[src/csim_pkg.sv]
// package for the csi master channel: register layout, modes, timing
//
// How it works
// - data port write starts one character transfer
// - offer buffer-empty and transfer-end interrupt timing
// - controller stops channel before switching to reception
// - separate enable and disable; disabled stops transfers
// - single transfer end: read data, clear count
// - continuous receive: decrement, dummy write, finish
// - continuous transmit: refill on buffer empty, switch last
// - transmit/receive: store rx, then refill or switch
// - final transfer end stores rx, clears count
// - per-unit clock gate bit, 0 stops clock
// - two 4-bit prescalers divide by two to the power
// - irq source bit: 0 transfer end, 1 buffer empty
// - op clock select: 0 first, 1 second prescaler
// - direction bits 00 off, 01 rx, 10 tx, 11 both
// - dummy character for reception is all ones
package csim_pkg;
  localparam int CSIM_DATA_W = 8;
  localparam int CSIM_COUNT_W = 8;
  localparam int CSIM_PRS_W = 4;
  localparam int CSIM_DIV_W = 16;
  // transfer clock divider: half period in operation clock ticks, less one
  localparam int CSIM_HALF_W = 7;
  localparam logic [7:0] CSIM_DUMMY_CHAR = 8'hFF;
  localparam logic [7:0] CSIM_CLK_GATE_RESET = 8'h00;
  localparam logic [15:0] CSIM_PRESCALE_RESET = 16'h0000;
  // clock gate field positions, unit 0 and unit 1
  localparam int CSIM_GATE_UNIT0_BIT = 2;
  localparam int CSIM_GATE_UNIT1_BIT = 3;
  // prescale fields: lower drives clock zero, upper clock one
  localparam int CSIM_PRS0_LSB = 0;
  localparam int CSIM_PRS1_LSB = 4;
  localparam logic [1:0] CSIM_DIR_OFF = 2'b00;
  localparam logic [1:0] CSIM_DIR_RX = 2'b01;
  localparam logic [1:0] CSIM_DIR_TX = 2'b10;
  localparam logic [1:0] CSIM_DIR_TRX = 2'b11;
  localparam logic CSIM_IRQ_END = 1'b0;
  localparam logic CSIM_IRQ_EMPTY = 1'b1;
  localparam logic [CSIM_HALF_W-1:0] CSIM_HALF_DEFAULT = 7'h01;
  localparam logic [CSIM_COUNT_W-1:0] CSIM_COUNT_ZERO = 8'h00;
  localparam logic [CSIM_COUNT_W-1:0] CSIM_COUNT_ONE = 8'h01;
  localparam logic [CSIM_COUNT_W-1:0] CSIM_COUNT_TWO = 8'h02;
  localparam logic [3:0] CSIM_BITS_PER_CHAR = 4'h8;
  typedef enum logic [1:0] {CSIM_MODE_SINGLE, CSIM_MODE_RX, CSIM_MODE_TX, CSIM_MODE_TRX}
    csim_job_type;
endpackage

[src/csim_if.sv]
// interface joining the csi channel to its controlling party
`timescale 1ns/1ps
interface csim_if;
  import csim_pkg::*;
  logic wr_valid;
  logic [CSIM_DATA_W-1:0] wr_data;
  logic rd_strobe;
  logic [CSIM_DATA_W-1:0] rd_data;
  logic enable_pulse;
  logic disable_pulse;
  logic enabled;
  logic [1:0] dir_bits;
  logic irq_source_select;
  logic op_clock_select;
  logic [7:0] peripheral_clock_enable;
  logic [15:0] serial_prescaler_select;
  logic [CSIM_HALF_W-1:0] half_period;
  logic channel_interrupt;
  logic buf_full;
  logic busy;
  modport channel (
    input wr_valid, wr_data, rd_strobe, enable_pulse, disable_pulse, dir_bits,
    input irq_source_select, op_clock_select, peripheral_clock_enable,
    input serial_prescaler_select, half_period,
    output rd_data, enabled, channel_interrupt, buf_full, busy
  );
  modport ctrl (
    output wr_valid, wr_data, rd_strobe, enable_pulse, disable_pulse, dir_bits,
    output irq_source_select, op_clock_select, peripheral_clock_enable,
    output serial_prescaler_select, half_period,
    input rd_data, enabled, channel_interrupt, buf_full, busy
  );
endinterface

[src/csim_ctrl.sv]
// controlling party: runs single and continuous jobs on the channel
`timescale 1ns/1ps
module csim_ctrl
  import csim_pkg::*;
#(
  parameter int DATA_W = CSIM_DATA_W,
  parameter int COUNT_W = CSIM_COUNT_W,
  parameter int DEPTH = 16
)(
  // clock and reset
  input wire logic clk,
  input wire logic srst,
  // channel side
  csim_if.ctrl bus,
  // user job request
  input wire logic job_start,
  input wire csim_job_type job_mode,
  input wire logic [COUNT_W-1:0] job_count,
  input wire logic [DATA_W-1:0] job_tx_data [DEPTH],
  // user results
  output logic job_done,
  output logic [COUNT_W-1:0] pending_char_count,
  output logic [DATA_W-1:0] single_rx_holding,
  output logic [DATA_W-1:0] rx_store [DEPTH]
);
  typedef enum {S_IDLE, S_STOP, S_LOAD, S_RUN} csim_state_type;
  csim_state_type st_q, st_d;
  csim_job_type mode_q, mode_d;
  logic [COUNT_W-1:0] cnt_q, cnt_d, idx_q, idx_d, ridx_q, ridx_d;
  logic [DATA_W-1:0] rxh_q, rxh_d;
  logic [DATA_W-1:0] store_q [DEPTH];
  logic wr_q, wr_d, src_q, src_d, en_q, en_d, dis_q, dis_d, done_q, done_d, st_wd;
  logic [1:0] dir_q, dir_d;
  logic [DATA_W-1:0] wd_q, wd_d;

  always_comb
  begin
    st_d = st_q; mode_d = mode_q; cnt_d = cnt_q; idx_d = idx_q; ridx_d = ridx_q;
    rxh_d = rxh_q; wr_d = 1'b0; wd_d = wd_q; src_d = src_q; en_d = 1'b0;
    dis_d = 1'b0; done_d = 1'b0; dir_d = dir_q; st_wd = 1'b0;
    case (st_q)
      S_IDLE:
        if (job_start && job_count != CSIM_COUNT_ZERO)
        begin
          mode_d = job_mode; cnt_d = job_count; idx_d = '0; ridx_d = '0;
          dis_d = 1'b1; st_d = S_STOP;
          src_d = CSIM_IRQ_END;
          dir_d = (job_mode == CSIM_MODE_RX) ? CSIM_DIR_RX :
                  (job_mode == CSIM_MODE_TX) ? CSIM_DIR_TX : CSIM_DIR_TRX;
        end
      S_STOP:
      begin
        // the channel only takes writes once its enable has landed
        en_d = 1'b1; st_d = S_LOAD;
      end
      S_LOAD:
      begin
        wr_d = 1'b1; st_d = S_RUN;
        wd_d = (mode_q == CSIM_MODE_RX) ? CSIM_DUMMY_CHAR : job_tx_data[0];
        idx_d = CSIM_COUNT_ONE;
        if (cnt_q >= CSIM_COUNT_TWO && mode_q != CSIM_MODE_RX && mode_q != CSIM_MODE_SINGLE)
          src_d = CSIM_IRQ_EMPTY;
      end
      default:
        if (bus.channel_interrupt)
        begin
          if (src_q == CSIM_IRQ_END)
          begin
            if (mode_q == CSIM_MODE_SINGLE)
            begin
              rxh_d = bus.rd_data; cnt_d = CSIM_COUNT_ZERO;
              done_d = 1'b1; st_d = S_IDLE;
            end
            else if (mode_q == CSIM_MODE_RX)
            begin
              st_wd = 1'b1; ridx_d = ridx_q + 1'b1; cnt_d = cnt_q - 1'b1;
              if (cnt_q - 1'b1 == CSIM_COUNT_ZERO)
              begin
                done_d = 1'b1; st_d = S_IDLE;
              end
              else
              begin
                wr_d = 1'b1; wd_d = CSIM_DUMMY_CHAR;
              end
            end
            else
            begin
              st_wd = (mode_q == CSIM_MODE_TRX);
              cnt_d = CSIM_COUNT_ZERO; done_d = 1'b1; st_d = S_IDLE;
            end
          end
          else
          begin
            st_wd = (mode_q == CSIM_MODE_TRX) && (idx_q > CSIM_COUNT_ONE);
            if (st_wd)
              ridx_d = ridx_q + 1'b1;
            if (cnt_q >= CSIM_COUNT_TWO)
            begin
              cnt_d = cnt_q - 1'b1; wr_d = 1'b1;
              wd_d = job_tx_data[idx_q[$clog2(DEPTH)-1:0]]; idx_d = idx_q + 1'b1;
            end
            else
              src_d = CSIM_IRQ_END;
          end
        end
    endcase
  end

  always_ff @(posedge clk)
  begin
    if (srst)
    begin
      st_q <= S_IDLE; mode_q <= CSIM_MODE_SINGLE; cnt_q <= '0; idx_q <= '0; ridx_q <= '0;
      rxh_q <= '0; wr_q <= 1'b0; wd_q <= '0; src_q <= CSIM_IRQ_END; en_q <= 1'b0;
      dis_q <= 1'b0; done_q <= 1'b0; dir_q <= CSIM_DIR_OFF;
      for (int i = 0; i < DEPTH; i++)
        store_q[i] <= '0;
    end
    else
    begin
      st_q <= st_d; mode_q <= mode_d; cnt_q <= cnt_d; idx_q <= idx_d; ridx_q <= ridx_d;
      rxh_q <= rxh_d; wr_q <= wr_d; wd_q <= wd_d; src_q <= src_d; en_q <= en_d;
      dis_q <= dis_d; done_q <= done_d; dir_q <= dir_d;
      if (st_wd)
        store_q[ridx_q[$clog2(DEPTH)-1:0]] <= bus.rd_data;
    end
  end

  assign bus.wr_valid = wr_q;
  assign bus.wr_data = wd_q;
  assign bus.rd_strobe = 1'b0;
  assign bus.enable_pulse = en_q;
  assign bus.disable_pulse = dis_q;
  assign bus.dir_bits = dir_q;
  assign bus.irq_source_select = src_q;
  assign bus.op_clock_select = 1'b0;
  assign bus.peripheral_clock_enable = 8'h0C;
  assign bus.serial_prescaler_select = CSIM_PRESCALE_RESET;
  assign bus.half_period = CSIM_HALF_DEFAULT;
  assign job_done = done_q;
  assign pending_char_count = cnt_q;
  assign single_rx_holding = rxh_q;
  assign rx_store = store_q;
endmodule

[src/flat_wrapper.sv]
// flat-port wrapper written by rule: the top's interface ports become plain ports
module csim_ctrl_flat import csim_pkg::*;
#(
  parameter int DATA_W = CSIM_DATA_W,
  parameter int COUNT_W = CSIM_COUNT_W,
  parameter int DEPTH = 16
)
  (clk, srst, job_start, job_mode, job_count, job_tx_data, job_done, pending_char_count, single_rx_holding, rx_store, bus_wr_valid, bus_wr_data, bus_rd_strobe, bus_enable_pulse, bus_disable_pulse, bus_dir_bits, bus_irq_source_select, bus_op_clock_select, bus_peripheral_clock_enable, bus_serial_prescaler_select, bus_half_period, bus_rd_data, bus_enabled, bus_channel_interrupt, bus_buf_full, bus_busy);
  csim_if bus_i ();
  input wire logic clk;
  input wire logic srst;
  input wire logic job_start;
  input wire csim_job_type job_mode;
  input wire logic [COUNT_W-1:0] job_count;
  input wire logic [DATA_W-1:0] job_tx_data[DEPTH];
  output logic job_done;
  output logic [COUNT_W-1:0] pending_char_count;
  output logic [DATA_W-1:0] single_rx_holding;
  output logic [DATA_W-1:0] rx_store[DEPTH];
  output wire logic [$bits(bus_i.wr_valid)-1:0] bus_wr_valid;
  output wire logic [$bits(bus_i.wr_data)-1:0] bus_wr_data;
  output wire logic [$bits(bus_i.rd_strobe)-1:0] bus_rd_strobe;
  output wire logic [$bits(bus_i.enable_pulse)-1:0] bus_enable_pulse;
  output wire logic [$bits(bus_i.disable_pulse)-1:0] bus_disable_pulse;
  output wire logic [$bits(bus_i.dir_bits)-1:0] bus_dir_bits;
  output wire logic [$bits(bus_i.irq_source_select)-1:0] bus_irq_source_select;
  output wire logic [$bits(bus_i.op_clock_select)-1:0] bus_op_clock_select;
  output wire logic [$bits(bus_i.peripheral_clock_enable)-1:0] bus_peripheral_clock_enable;
  output wire logic [$bits(bus_i.serial_prescaler_select)-1:0] bus_serial_prescaler_select;
  output wire logic [$bits(bus_i.half_period)-1:0] bus_half_period;
  input wire logic [$bits(bus_i.rd_data)-1:0] bus_rd_data;
  input wire logic [$bits(bus_i.enabled)-1:0] bus_enabled;
  input wire logic [$bits(bus_i.channel_interrupt)-1:0] bus_channel_interrupt;
  input wire logic [$bits(bus_i.buf_full)-1:0] bus_buf_full;
  input wire logic [$bits(bus_i.busy)-1:0] bus_busy;
  assign bus_wr_valid = bus_i.wr_valid;
  assign bus_wr_data = bus_i.wr_data;
  assign bus_rd_strobe = bus_i.rd_strobe;
  assign bus_enable_pulse = bus_i.enable_pulse;
  assign bus_disable_pulse = bus_i.disable_pulse;
  assign bus_dir_bits = bus_i.dir_bits;
  assign bus_irq_source_select = bus_i.irq_source_select;
  assign bus_op_clock_select = bus_i.op_clock_select;
  assign bus_peripheral_clock_enable = bus_i.peripheral_clock_enable;
  assign bus_serial_prescaler_select = bus_i.serial_prescaler_select;
  assign bus_half_period = bus_i.half_period;
  assign bus_i.rd_data = bus_rd_data;
  assign bus_i.enabled = bus_enabled;
  assign bus_i.channel_interrupt = bus_channel_interrupt;
  assign bus_i.buf_full = bus_buf_full;
  assign bus_i.busy = bus_busy;
  csim_ctrl #(.DATA_W(DATA_W), .COUNT_W(COUNT_W), .DEPTH(DEPTH)) u_core (.clk(clk), .srst(srst), .bus(bus_i), .job_start(job_start), .job_mode(job_mode), .job_count(job_count), .job_tx_data(job_tx_data), .job_done(job_done), .pending_char_count(pending_char_count), .single_rx_holding(single_rx_holding), .rx_store(rx_store));
endmodule
[config.mk]
export PLATFORM = sky130hd
export DESIGN_NAME = csim_ctrl_flat
export DESIGN_NICKNAME = d
export VERILOG_FILES = /design/src/csim_pkg.sv /design/src/csim_if.sv /design/src/csim_ctrl.sv /design/src/flat_wrapper.sv
export SDC_FILE = /design/constraint.sdc
export NUM_CORES = 1
export LEC_CHECK = 0
export BUFFER_PORTS_ARGS = -buffer_cell sky130_fd_sc_hd__buf_2
export CORE_ASPECT_RATIO = 1.25
export CORE_MARGIN = 1.5
export CORE_UTILIZATION = 40
export DETAILED_ROUTE_END_ITERATION = 16
export GPL_ROUTABILITY_DRIVEN = 1
export HOLD_SLACK_MARGIN = 0.02
export PLACE_DENSITY_LB_ADDON = 0.08
export REMOVE_ABC_BUFFERS = 1
export SETUP_SLACK_MARGIN = 0.2
export SLEW_MARGIN = 10
export SYNTH_ARGS = -nofsm -noshare
export SYNTH_HDL_FRONTEND = slang
export SYNTH_SLANG_ARGS = --single-unit
export TNS_END_PERCENT = 20
[constraint.sdc]
create_clock -name clk -period 3.3 [get_ports clk]
set_clock_uncertainty 0.15 [all_clocks]
set_input_delay 0 -clock clk [delete_from_list [all_inputs] [get_ports clk]]
set_output_delay 0 -clock clk [all_outputs]
set_load 0.05 [all_outputs]
# == Word level (Yosys, flattened, before mapping) ==
# Index checks and enable logic that the tools add are counted.
# word_totals
out_inout_bits,192
reg_bits,209
inputBits,153
elab_cells,157
# classes
reduce_logical,31
n_bitwise,9
addsub,3
mux,63
eq_ne,17
order_cmp,5
# op_table
cell,n
2-to-1 mux 8 bit,25
2-to-1 mux 32 bit,6
bitwise mux 128 bit,1
case mux 32 bit (3 select lines),1
case mux 8 bit (2 select lines),3
binary-select mux 8 bit (select 4 bit),1
demux 8 bit (select 4 bit),1
"equality test 32 x 1 -> 1 bit, second input constant",1
"equality test 32 x 2 -> 1 bit, second input constant",1
zero test 32 bit,1
case mux 8 bit (3 select lines),1
2-to-1 mux 1 bit,21
"adder 8 x 1 -> 8 bit, second input constant",2
AND reduction 4 bit,4
nonzero test 3 bit,5
AND reduction 6 bit,2
"greater-or-equal comparator 5 bit, second input constant",2
NOT 4 -> 5 bit,2
"!= test 3 x 2 -> 1 bit, second input constant",3
"!= test 3 bit, second input constant",3
"greater-or-equal comparator 8 x 2 -> 1 bit, second input constant",1
"greater-than comparator 8 x 1 -> 1 bit, second input constant",1
zero test 8 bit,1
nonzero test 8 bit,1
other kinds (20),38

# == Depth between registers and ports, before layout ==
# Gate-level depths: netlist (run 1).
# depth
depth_word,8
ltp_mapped,10
mapped_depth_nobuf,8

# == Worst setup path before layout (run 1) ==
# No wires, ideal clock.
# synth_path
path_kind,register -> register
startpoint,register u_core.idx_q[1]
endpoint,register u_core.store_q (netlist bit u_core.rx_store[104])
required_ns,3.022
arrival_time_ns,2.612
stages_incl_launch_ff,11
synth_period_minus_slack_ns,2.890
path_buffers,2
slack_ns,0.410
setup_ns,0.128
cell_sequence,dfxtp_1 > clkbuf_1 > buf_2 > inv_1 > ha_1 > nor2_1 > o31a_1 > o211ai_2 > nor3_2 > mux2i_1 > nor2_1
# synth_via
elab_chain_len,5
# synth_lines
item,line,text
from (decl),csim_ctrl.sv:29,"logic [COUNT_W-1:0] cnt_q, cnt_d, idx_q, idx_d, ridx_q, ridx_d;"
from (signal assigned),csim_ctrl.sv:121,st_q <= st_d; mode_q <= mode_d; cnt_q <= cnt_d; idx_q <= idx_d; ridx_q <= ridx_d;
greater-than comparator 8 x 1 -> 1 bit,csim_ctrl.sv:94,st_wd = (mode_q == CSIM_MODE_TRX) && (idx_q > CSIM_COUNT_ONE);
logical AND 1 bit,csim_ctrl.sv:94,
2-to-1 mux 1 bit,csim_ctrl.sv:67,if (src_q == CSIM_IRQ_END)
2-to-1 mux 1 bit,csim_ctrl.sv:65,if (bus.channel_interrupt)
2-to-1 mux 1 bit,csim_ctrl.sv:41,case (st_q)
"to (signal, indexed assignment)",csim_ctrl.sv:125,store_q[ridx_q[$clog2(DEPTH)-1:0]] <= bus.rd_data;
to (decl),csim_ctrl.sv:31,logic [DATA_W-1:0] store_q [DEPTH];
# No other way between the ends.
# A chain may end at the register's enable or synchronous reset.

# == Final worst setup path (run 1) ==
# layout_path
startpoint,register u_core.idx_q[2]
endpoint,register u_core.store_q (netlist bit u_core.rx_store[90])
# Same word-level chain as after synthesis.

==> metrics, run 1 <==
CP Cell Sequence or4_1, o31a_1, o211ai_2, buf_4, nor2_2, nand2_1, a21oi_1, dlygate4sd3_1; DRT Pass-1 Iters 5; Mean Syn Cell Area 8.79 um2; H-tree levels 4; net count reported at finish 1421; Vias 7908; area of the core 20700 um2; Internal Power 3940 uW; Mapped Area 8410 um2; most common cell in the synthesized netlist dfxtp_1; Sequential Power Share 0.382; pwr dens 563 nW/um2; Critical path origin u_core.idx_q[2]$_SDFFE_PP0P_; WL/cell 16.3 um; Overall Power 6140 uW; max cap viols 0; Max clock buf depth 2; WP data required 3.46 ns; CTS tree done; area share of xor/xnor cells in the synthesized design 0.0135; Max Freq 349 MHz; Adder-Cell Fraction of Synth Area 0.0208; complex-gate fraction of the synthesized area 0.183; post-route antenna net violation count 0; Ports 345; Synth top area share 0.417; hold path cells 4; VDD IR max 0.000447 V; switching power 2200 uW; main combinational cell family by area after synthesis compound AO/OA/AOI/OAI gates; multiplexer share of the synthesized area 0.148; Root Buffer clkbuf_16; Finished Layout Cells 1541; Die Y 165 um; instance count on the critical path 8; Gate power share 0.299; die width 133 um; initial antenna violation count 0; RSZ-0062 raised after global routing true; Post-DP HPWL 17500 um; DRT Wirelength 25100 um; Leakage 0.00457 uW; Hold Crit Class input port to flip-flop; total gr overflow 0; Yosys top cell by area dfxtp_1; Std-Cell Rows 59; GRT Util Overall 0.223; Worst setup SP type flip-flop; Post-synth ARST share 0; first-pass GRT wire length 38700 um; Ys Warns 0; Seq cells post-synth 175; diode count 0; Rel. slew slack 0.384; pin count of the biggest net entering global routing 68; Critical Path Slowest Stage Cell dlygate4sd3_1; crit-path max FO 27; Critical R2R Launch u_core.idx_q[2]$_SDFFE_PP0P_; die area 21900 um2; area delta synth->final 29.6%; CTS buffer count 17; layout cell share with drive strength beyond 1 0.328; worst skew pair latency 0.42 ns; initial drt markers 430; WP buf/inv 2; Initial Util 0.405; outcome finished clean; Setup CP Type flip-flop to flip-flop; FF-to-FF path depth 8; simple-gate area share of the yosys netlist 0.146; RD Place Congestion 0.780; routed vias/inst 5.13; post-CTS setup buffer count 0; Hold Slack 0.167 ns; Inst Count DP 1475; delay-heaviest family, CP buffers and inverters; critical path endpoint category flip-flop; Synth Flop Type dfxtp_1; Hold Startpoint job_start; synth unique cells 47; vias in the first global route 7316; Area contributors post-synth dfxtp_1, mux4_2, a21oi_1, o21ai_0, mux2i_1; Least-Margin Pin Slew 0.919 ns; Num Clock Sinks 175; Post-synth EDFFs 0; synthesized instance count 957; register area 3510 um2; synth cell count leaders dfxtp_1, a21oi_1, o21ai_0; final hold vios 0; detailed-route DRC error count 0; final slew viol count 0; sequential fraction of the synthesis area 0.417; Worst Path Arrival 3.02 ns; Fillers 1994; multi-input logic area 4420 um2; clock network fraction of total power 0.319; Port Buf Inserts 308; Switching Fraction 0.359; Tcrit/Tclk final 0.867; Final min period 2.86 ns; number of setup violations in the final report 0; Worst path max stage delay 0.58 ns; Worst-path clk slew 0.07 ns
## sequential cells by signal, summed over array words and instances (netlist names)
name and cells:
u_core.bus.dir_bits 2, u_core.bus.disable_pulse 1, u_core.bus.enable_pulse 1, u_core.bus.irq_source_select 1, u_core.bus.wr_data 8, u_core.bus.wr_valid 1, u_core.idx_q 8, u_core.job_done 1
u_core.mode_q 2, u_core.pending_char_count 8, u_core.ridx_q 4, u_core.rx_store 128, u_core.single_rx_holding 8, u_core.st_q 2
## placed cells by master, fill, tap and decap left out, types with 10 or more instances in the layout
| master | count |
|---|---|
| a211oi_1 | 15 |
| buf_2 | 307 |
| conb_1 | 33 |
| nor2b_1 | 11 |
| mux4_2 | 32 |
| ha_1 | 14 |
| inv_1 | 13 |
| xor2_1 | 10 |
| or4_1 | 14 |
| dlygate4sd3_1 | 34 |
| mux2i_1 | 43 |
| nor2_1 | 87 |
| clkbuf_16 | 17 |
| buf_4 | 18 |
| a21oi_1 | 117 |
| dfxtp_1 | 173 |
| nand2_1 | 108 |
| o21ai_0 | 110 |
## cell families (layout without fill, tap and decap cells)
kind of cell	count (synthesis)	count (layout)
buffers and inverters	125	404
AND/OR/NAND/NOR	268	268
multiplexers	83	83
flip-flops	175	175
AO/OA/AOI/OAI	277	277
XOR/XNOR	13	13
adder cells (fa/ha/maj)	14	14
other	2	33
## layout make-up
cell class,count,area share
inverters,13,0.00448
well taps,274,0.0314
clock buffers,19,0.0406
flip-flops and latches,175,0.322
repair buffers,359,0.185
multi-input cells,688,0.406
clock inverters,13,0.0117
## stage by stage
stage               setup TNS (ns)  setup WS, ns  instance area (um2)   util
floorplan                   -35.99        -0.532                 7970      -
global placement                 0         0.602                 9990  0.481
detailed placement               0         0.597                 9990  0.481
CTS                              0         0.274                10900  0.525
global route                     0         0.199                10900  0.526
finish                           0         0.439                10900  0.526
## worst paths after layout
check / to / slack (ns)
worst max-delay path: u_core.rx_store[90]$_SDFFE_PP0P_ / 0.44
worst min-delay path: u_core.bus.disable_pulse$_SDFF_PP0_ / 0.17
worst max register to register: u_core.rx_store[90]$_SDFFE_PP0P_ / 0.44
worst min register to register: u_core.rx_store[17]$_SDFFE_PP0P_ / 0.32
## per-layer routing
layer  GRT usage  routed length (um)
met1       0.277               10800
met2       0.393               12600
met3      0.0433                1310
met4      0.0684                 422
met5           0                   0
## what timing repair did
| item | 4_1_cts | 5_1_grt |
|---|---|---|
| hold buffers | 34 | 0 |
| setup endpoints to repair | 0 | 6 |
| endpoints found under the hold margin | 161 | 0 |
| gates resized for setup | 0 | 3 |
## power groups by stage
stage	logic, uW	registers (uW)	clock network (uW)
global route	2010	2360	2080
finish	1840	2340	1960
floorplan	954	2650	0
detailed placement	1760	2390	0
global placement	1760	2390	0
CTS	1840	2340	2000
## worst register-to-register path: stages, from the launching register on
cell,delay (ns)
dfxtp_1,0.31
or4_1,0.56
o31a_1,0.36
o211ai_2,0.21
buf_4,0.30
nor2_2,0.14
nand2_1,0.09
a21oi_1,0.06
dlygate4sd3_1,0.58
(Power assumes the default switching activity.)
==> run 2: changes to the inputs <==
Clock period 3.3 ns to 2.5 ns, I/O delays scaled along.
==> metrics, run 2 (synthesized netlist as in run 1, its figures left out) <==
Fillers 1940 (-2.7%); Die Y 165 um (unchanged); commonest non-fill, non-tap cells in the layout buf_2, dfxtp_1, a21oi_1; total gr overflow 0 (unchanged); Hold EP u_core.bus.disable_pulse$_SDFF_PP0_; first-pass GRT wire length 39800 um (+3.0%); Worst path max stage delay 0.55 ns (-0.03 ns); pin count of the biggest net entering global routing 91 (+34%); placed cell areas 10200 um2 (+2.0%); outcome complete, but fails checks; Leakage 0.00477 uW (+4.3%); critical path endpoint category flip-flop; Least-Margin Pin Slew 0.736 ns (-0.183 ns); DRT Pass-1 Iters 4 (-1); DRT Wirelength 25700 um (+2.5%); GRT met1 Usage 0.274 (-0.00357); Inst Count DP 1498 (+1.6%); RSZ-0062 raised after global routing true; die area 21900 um2 (unchanged); Finished Layout Cells 1569 (+1.8%); commonest non-fill, non-tap cell in the layout buf_2; CP Cell Sequence or4_4, buf_6, nor4_4, xnor2_2, a31o_4, or4_1, a21oi_1; detailed-route DRC error count 0 (unchanged); vias in the first global route 7597 (+3.8%); busiest grt layer met2; max cap viols 0 (unchanged); VDD IR max 0.000576 V (+29%); H-tree levels 4 (unchanged); area of the core 20700 um2 (unchanged); Setup CP Type flip-flop to flip-flop; initial drt markers 473 (+10%); met2 usage 0.422 (+0.0297); Vias 8101 (+2.4%); Num Clock Sinks 175 (unchanged); final hold vios 0 (unchanged); Max clock buf depth 2 (unchanged); Std-Cell Rows 59 (unchanged); Worst Path Arrival 2.70 ns (-0.32 ns); RR Endpoint u_core.bus.wr_data[2]$_SDFFE_PP0P_; Largest register FFs 128 (unchanged); crit-path max FO 9 (-67%); register area 3510 um2 (+0.14%); Root Buffer clkbuf_16; Core Util, Final 0.553 (+0.0278); Hold Startpoint job_start; Port Buf Inserts 308 (unchanged); Tcrit/Tclk final 1.00 (+0.133); Max Freq 400 MHz (+14%); met3 usage 0.0476 (+0.00427); Rel. slew slack 0.509 (+0.125); Final Instance Area 11500 um2 (+5.3%); Critical Path Slowest Stage Cell or4_4; Hold Slack 0.0822 ns (-0.0852 ns); initial antenna violation count 0 (unchanged); Reg2Reg Setup Slack -0.001 ns (-0.44 ns); Worst-path clk slew 0.07 ns (about the same); Final min period 2.50 ns (-0.360 ns); CTS buffer count 17 (unchanged); layout cell share with drive strength beyond 1 0.367 (+0.0385); Hold Crit Class input port to flip-flop; die width 133 um (unchanged); routed vias/inst 5.16 (+0.61%); multi-input logic area 4630 um2 (+4.6%); WP data required 2.70 ns (-0.76 ns); Critical R2R Launch u_core.pending_char_count[2]$_SDFFE_PP0P_; WL/cell 16.4 um (+0.63%); Worst setup SP type flip-flop; GRT Util Overall 0.230 (+0.00639); worst skew pair latency 0.43 ns (about the same); failing checks setup timing; CTS tree done; FF-to-FF path depth 7 (-1); WP buf/inv 1 (-1); delay-heaviest family, CP simple AND/OR/NAND/NOR gates; post-route setup slack -0.00131 ns (-0.440 ns); Post-DP HPWL 18000 um (+3.0%); Ports 345 (unchanged); number of setup violations in the final report 2 (+2); Initial Util 0.405 (unchanged); final slew viol count 0 (unchanged); hold path cells 5 (+1); diode count 0 (unchanged); RD Place Congestion 0.779 (-0.19%); pwr dens 756 nW/um2 (+34%); area delta synth->final 36.5%; Place WS -0.111 ns (-0.708 ns); net count reported at finish 1449 (+2.0%); post-route antenna net violation count 0 (unchanged)
==> run 2: cell types whose count changed in the layout (fill, tap and decap cells not counted), moves of 6 or more <==
cell | previous run | this run
buf_4 | 18 | 40
dlygate4sd3_1 | 34 | 28
buf_12 | 0 | 10
nor2_1 | 87 | 76
nor2_4 | 0 | 11
==> run 2: routing by layer <==
layer  up-vias  wire [um]
li1       3966          -
met1      3832      10400
met2       280      13400
met3        23       1590
met4         0        303
met5         -          0
==> run 2: timing repair <==
item                                   4_1_cts  5_1_grt
endpoints found under the hold margin      161        0
setup buffers                                8        3
pin swaps                                   14        4
setup endpoints to repair                  154      151
resized for setup                           59        4
hold buffers                                28        0
==> run 2: report_power, final <==
group | switching (uW) | internal [uW] | total, uW
clock | 1130 | 1600 | 2720
combinational | 1800 | 1110 | 2920
sequential | 107 | 2930 | 3040
==> run 2: layout make-up <==
type                    count  share of cell area
multi-input cells         688               0.403
flip-flops and latches    175               0.306
repair buffers            387               0.204
clock buffers              22              0.0422
well taps                 274              0.0299
clock inverters            10              0.0110
inverters                  13             0.00425
==> run 2: how the worst max path moves through the flow <==
stage	depth (start not counted)	slack [ns]	to	from
final	7	-0.001	u_core.bus.wr_data[2]$_SDFFE_PP0P_	u_core.pending_char_count[2]$_SDFFE_PP0P_
after CTS	7	0.007	u_core.bus.wr_data[7]$_SDFFE_PP0P_	u_core.pending_char_count[2]$_SDFFE_PP0P_
after floorplan	8	-1.33	u_core.rx_store[104]$_SDFFE_PP0P_	u_core.idx_q[1]$_SDFFE_PP0P_
after global routing	11	-0.11	u_core.bus.wr_data[5]$_SDFFE_PP0P_	u_core.pending_char_count[0]$_SDFFE_PP0P_
after detailed placement	6	-0.11	u_core.st_q[1]$_SDFFE_PP0P_	u_core.pending_char_count[2]$_SDFFE_PP0P_
after global placement	6	-0.07	u_core.st_q[1]$_SDFFE_PP0P_	u_core.pending_char_count[2]$_SDFFE_PP0P_
==> run 2: worst register-to-register path, stage by stage, from the launching register on <==
cell and delay [ns]:
dfxtp_2 0.32, or4_4 0.55, buf_6 0.15, nor4_4 0.17, xnor2_2 0.12, a31o_4 0.31
or4_1 0.52, a21oi_1 0.13
==> run 2: stage by stage <==
| step | setup TNS (ns) | total power, uW |
|---|---|---|
| 6_report | -0.00259 | 8680 |
| 5_1_grt | -0.889 | 9100 |
| 3_3_place_gp | -0.199 | 5670 |
| 3_5_place_dp | -0.827 | 5700 |
| 4_1_cts | 0 | 8670 |
| 2_1_floorplan | -146.44 | 4760 |
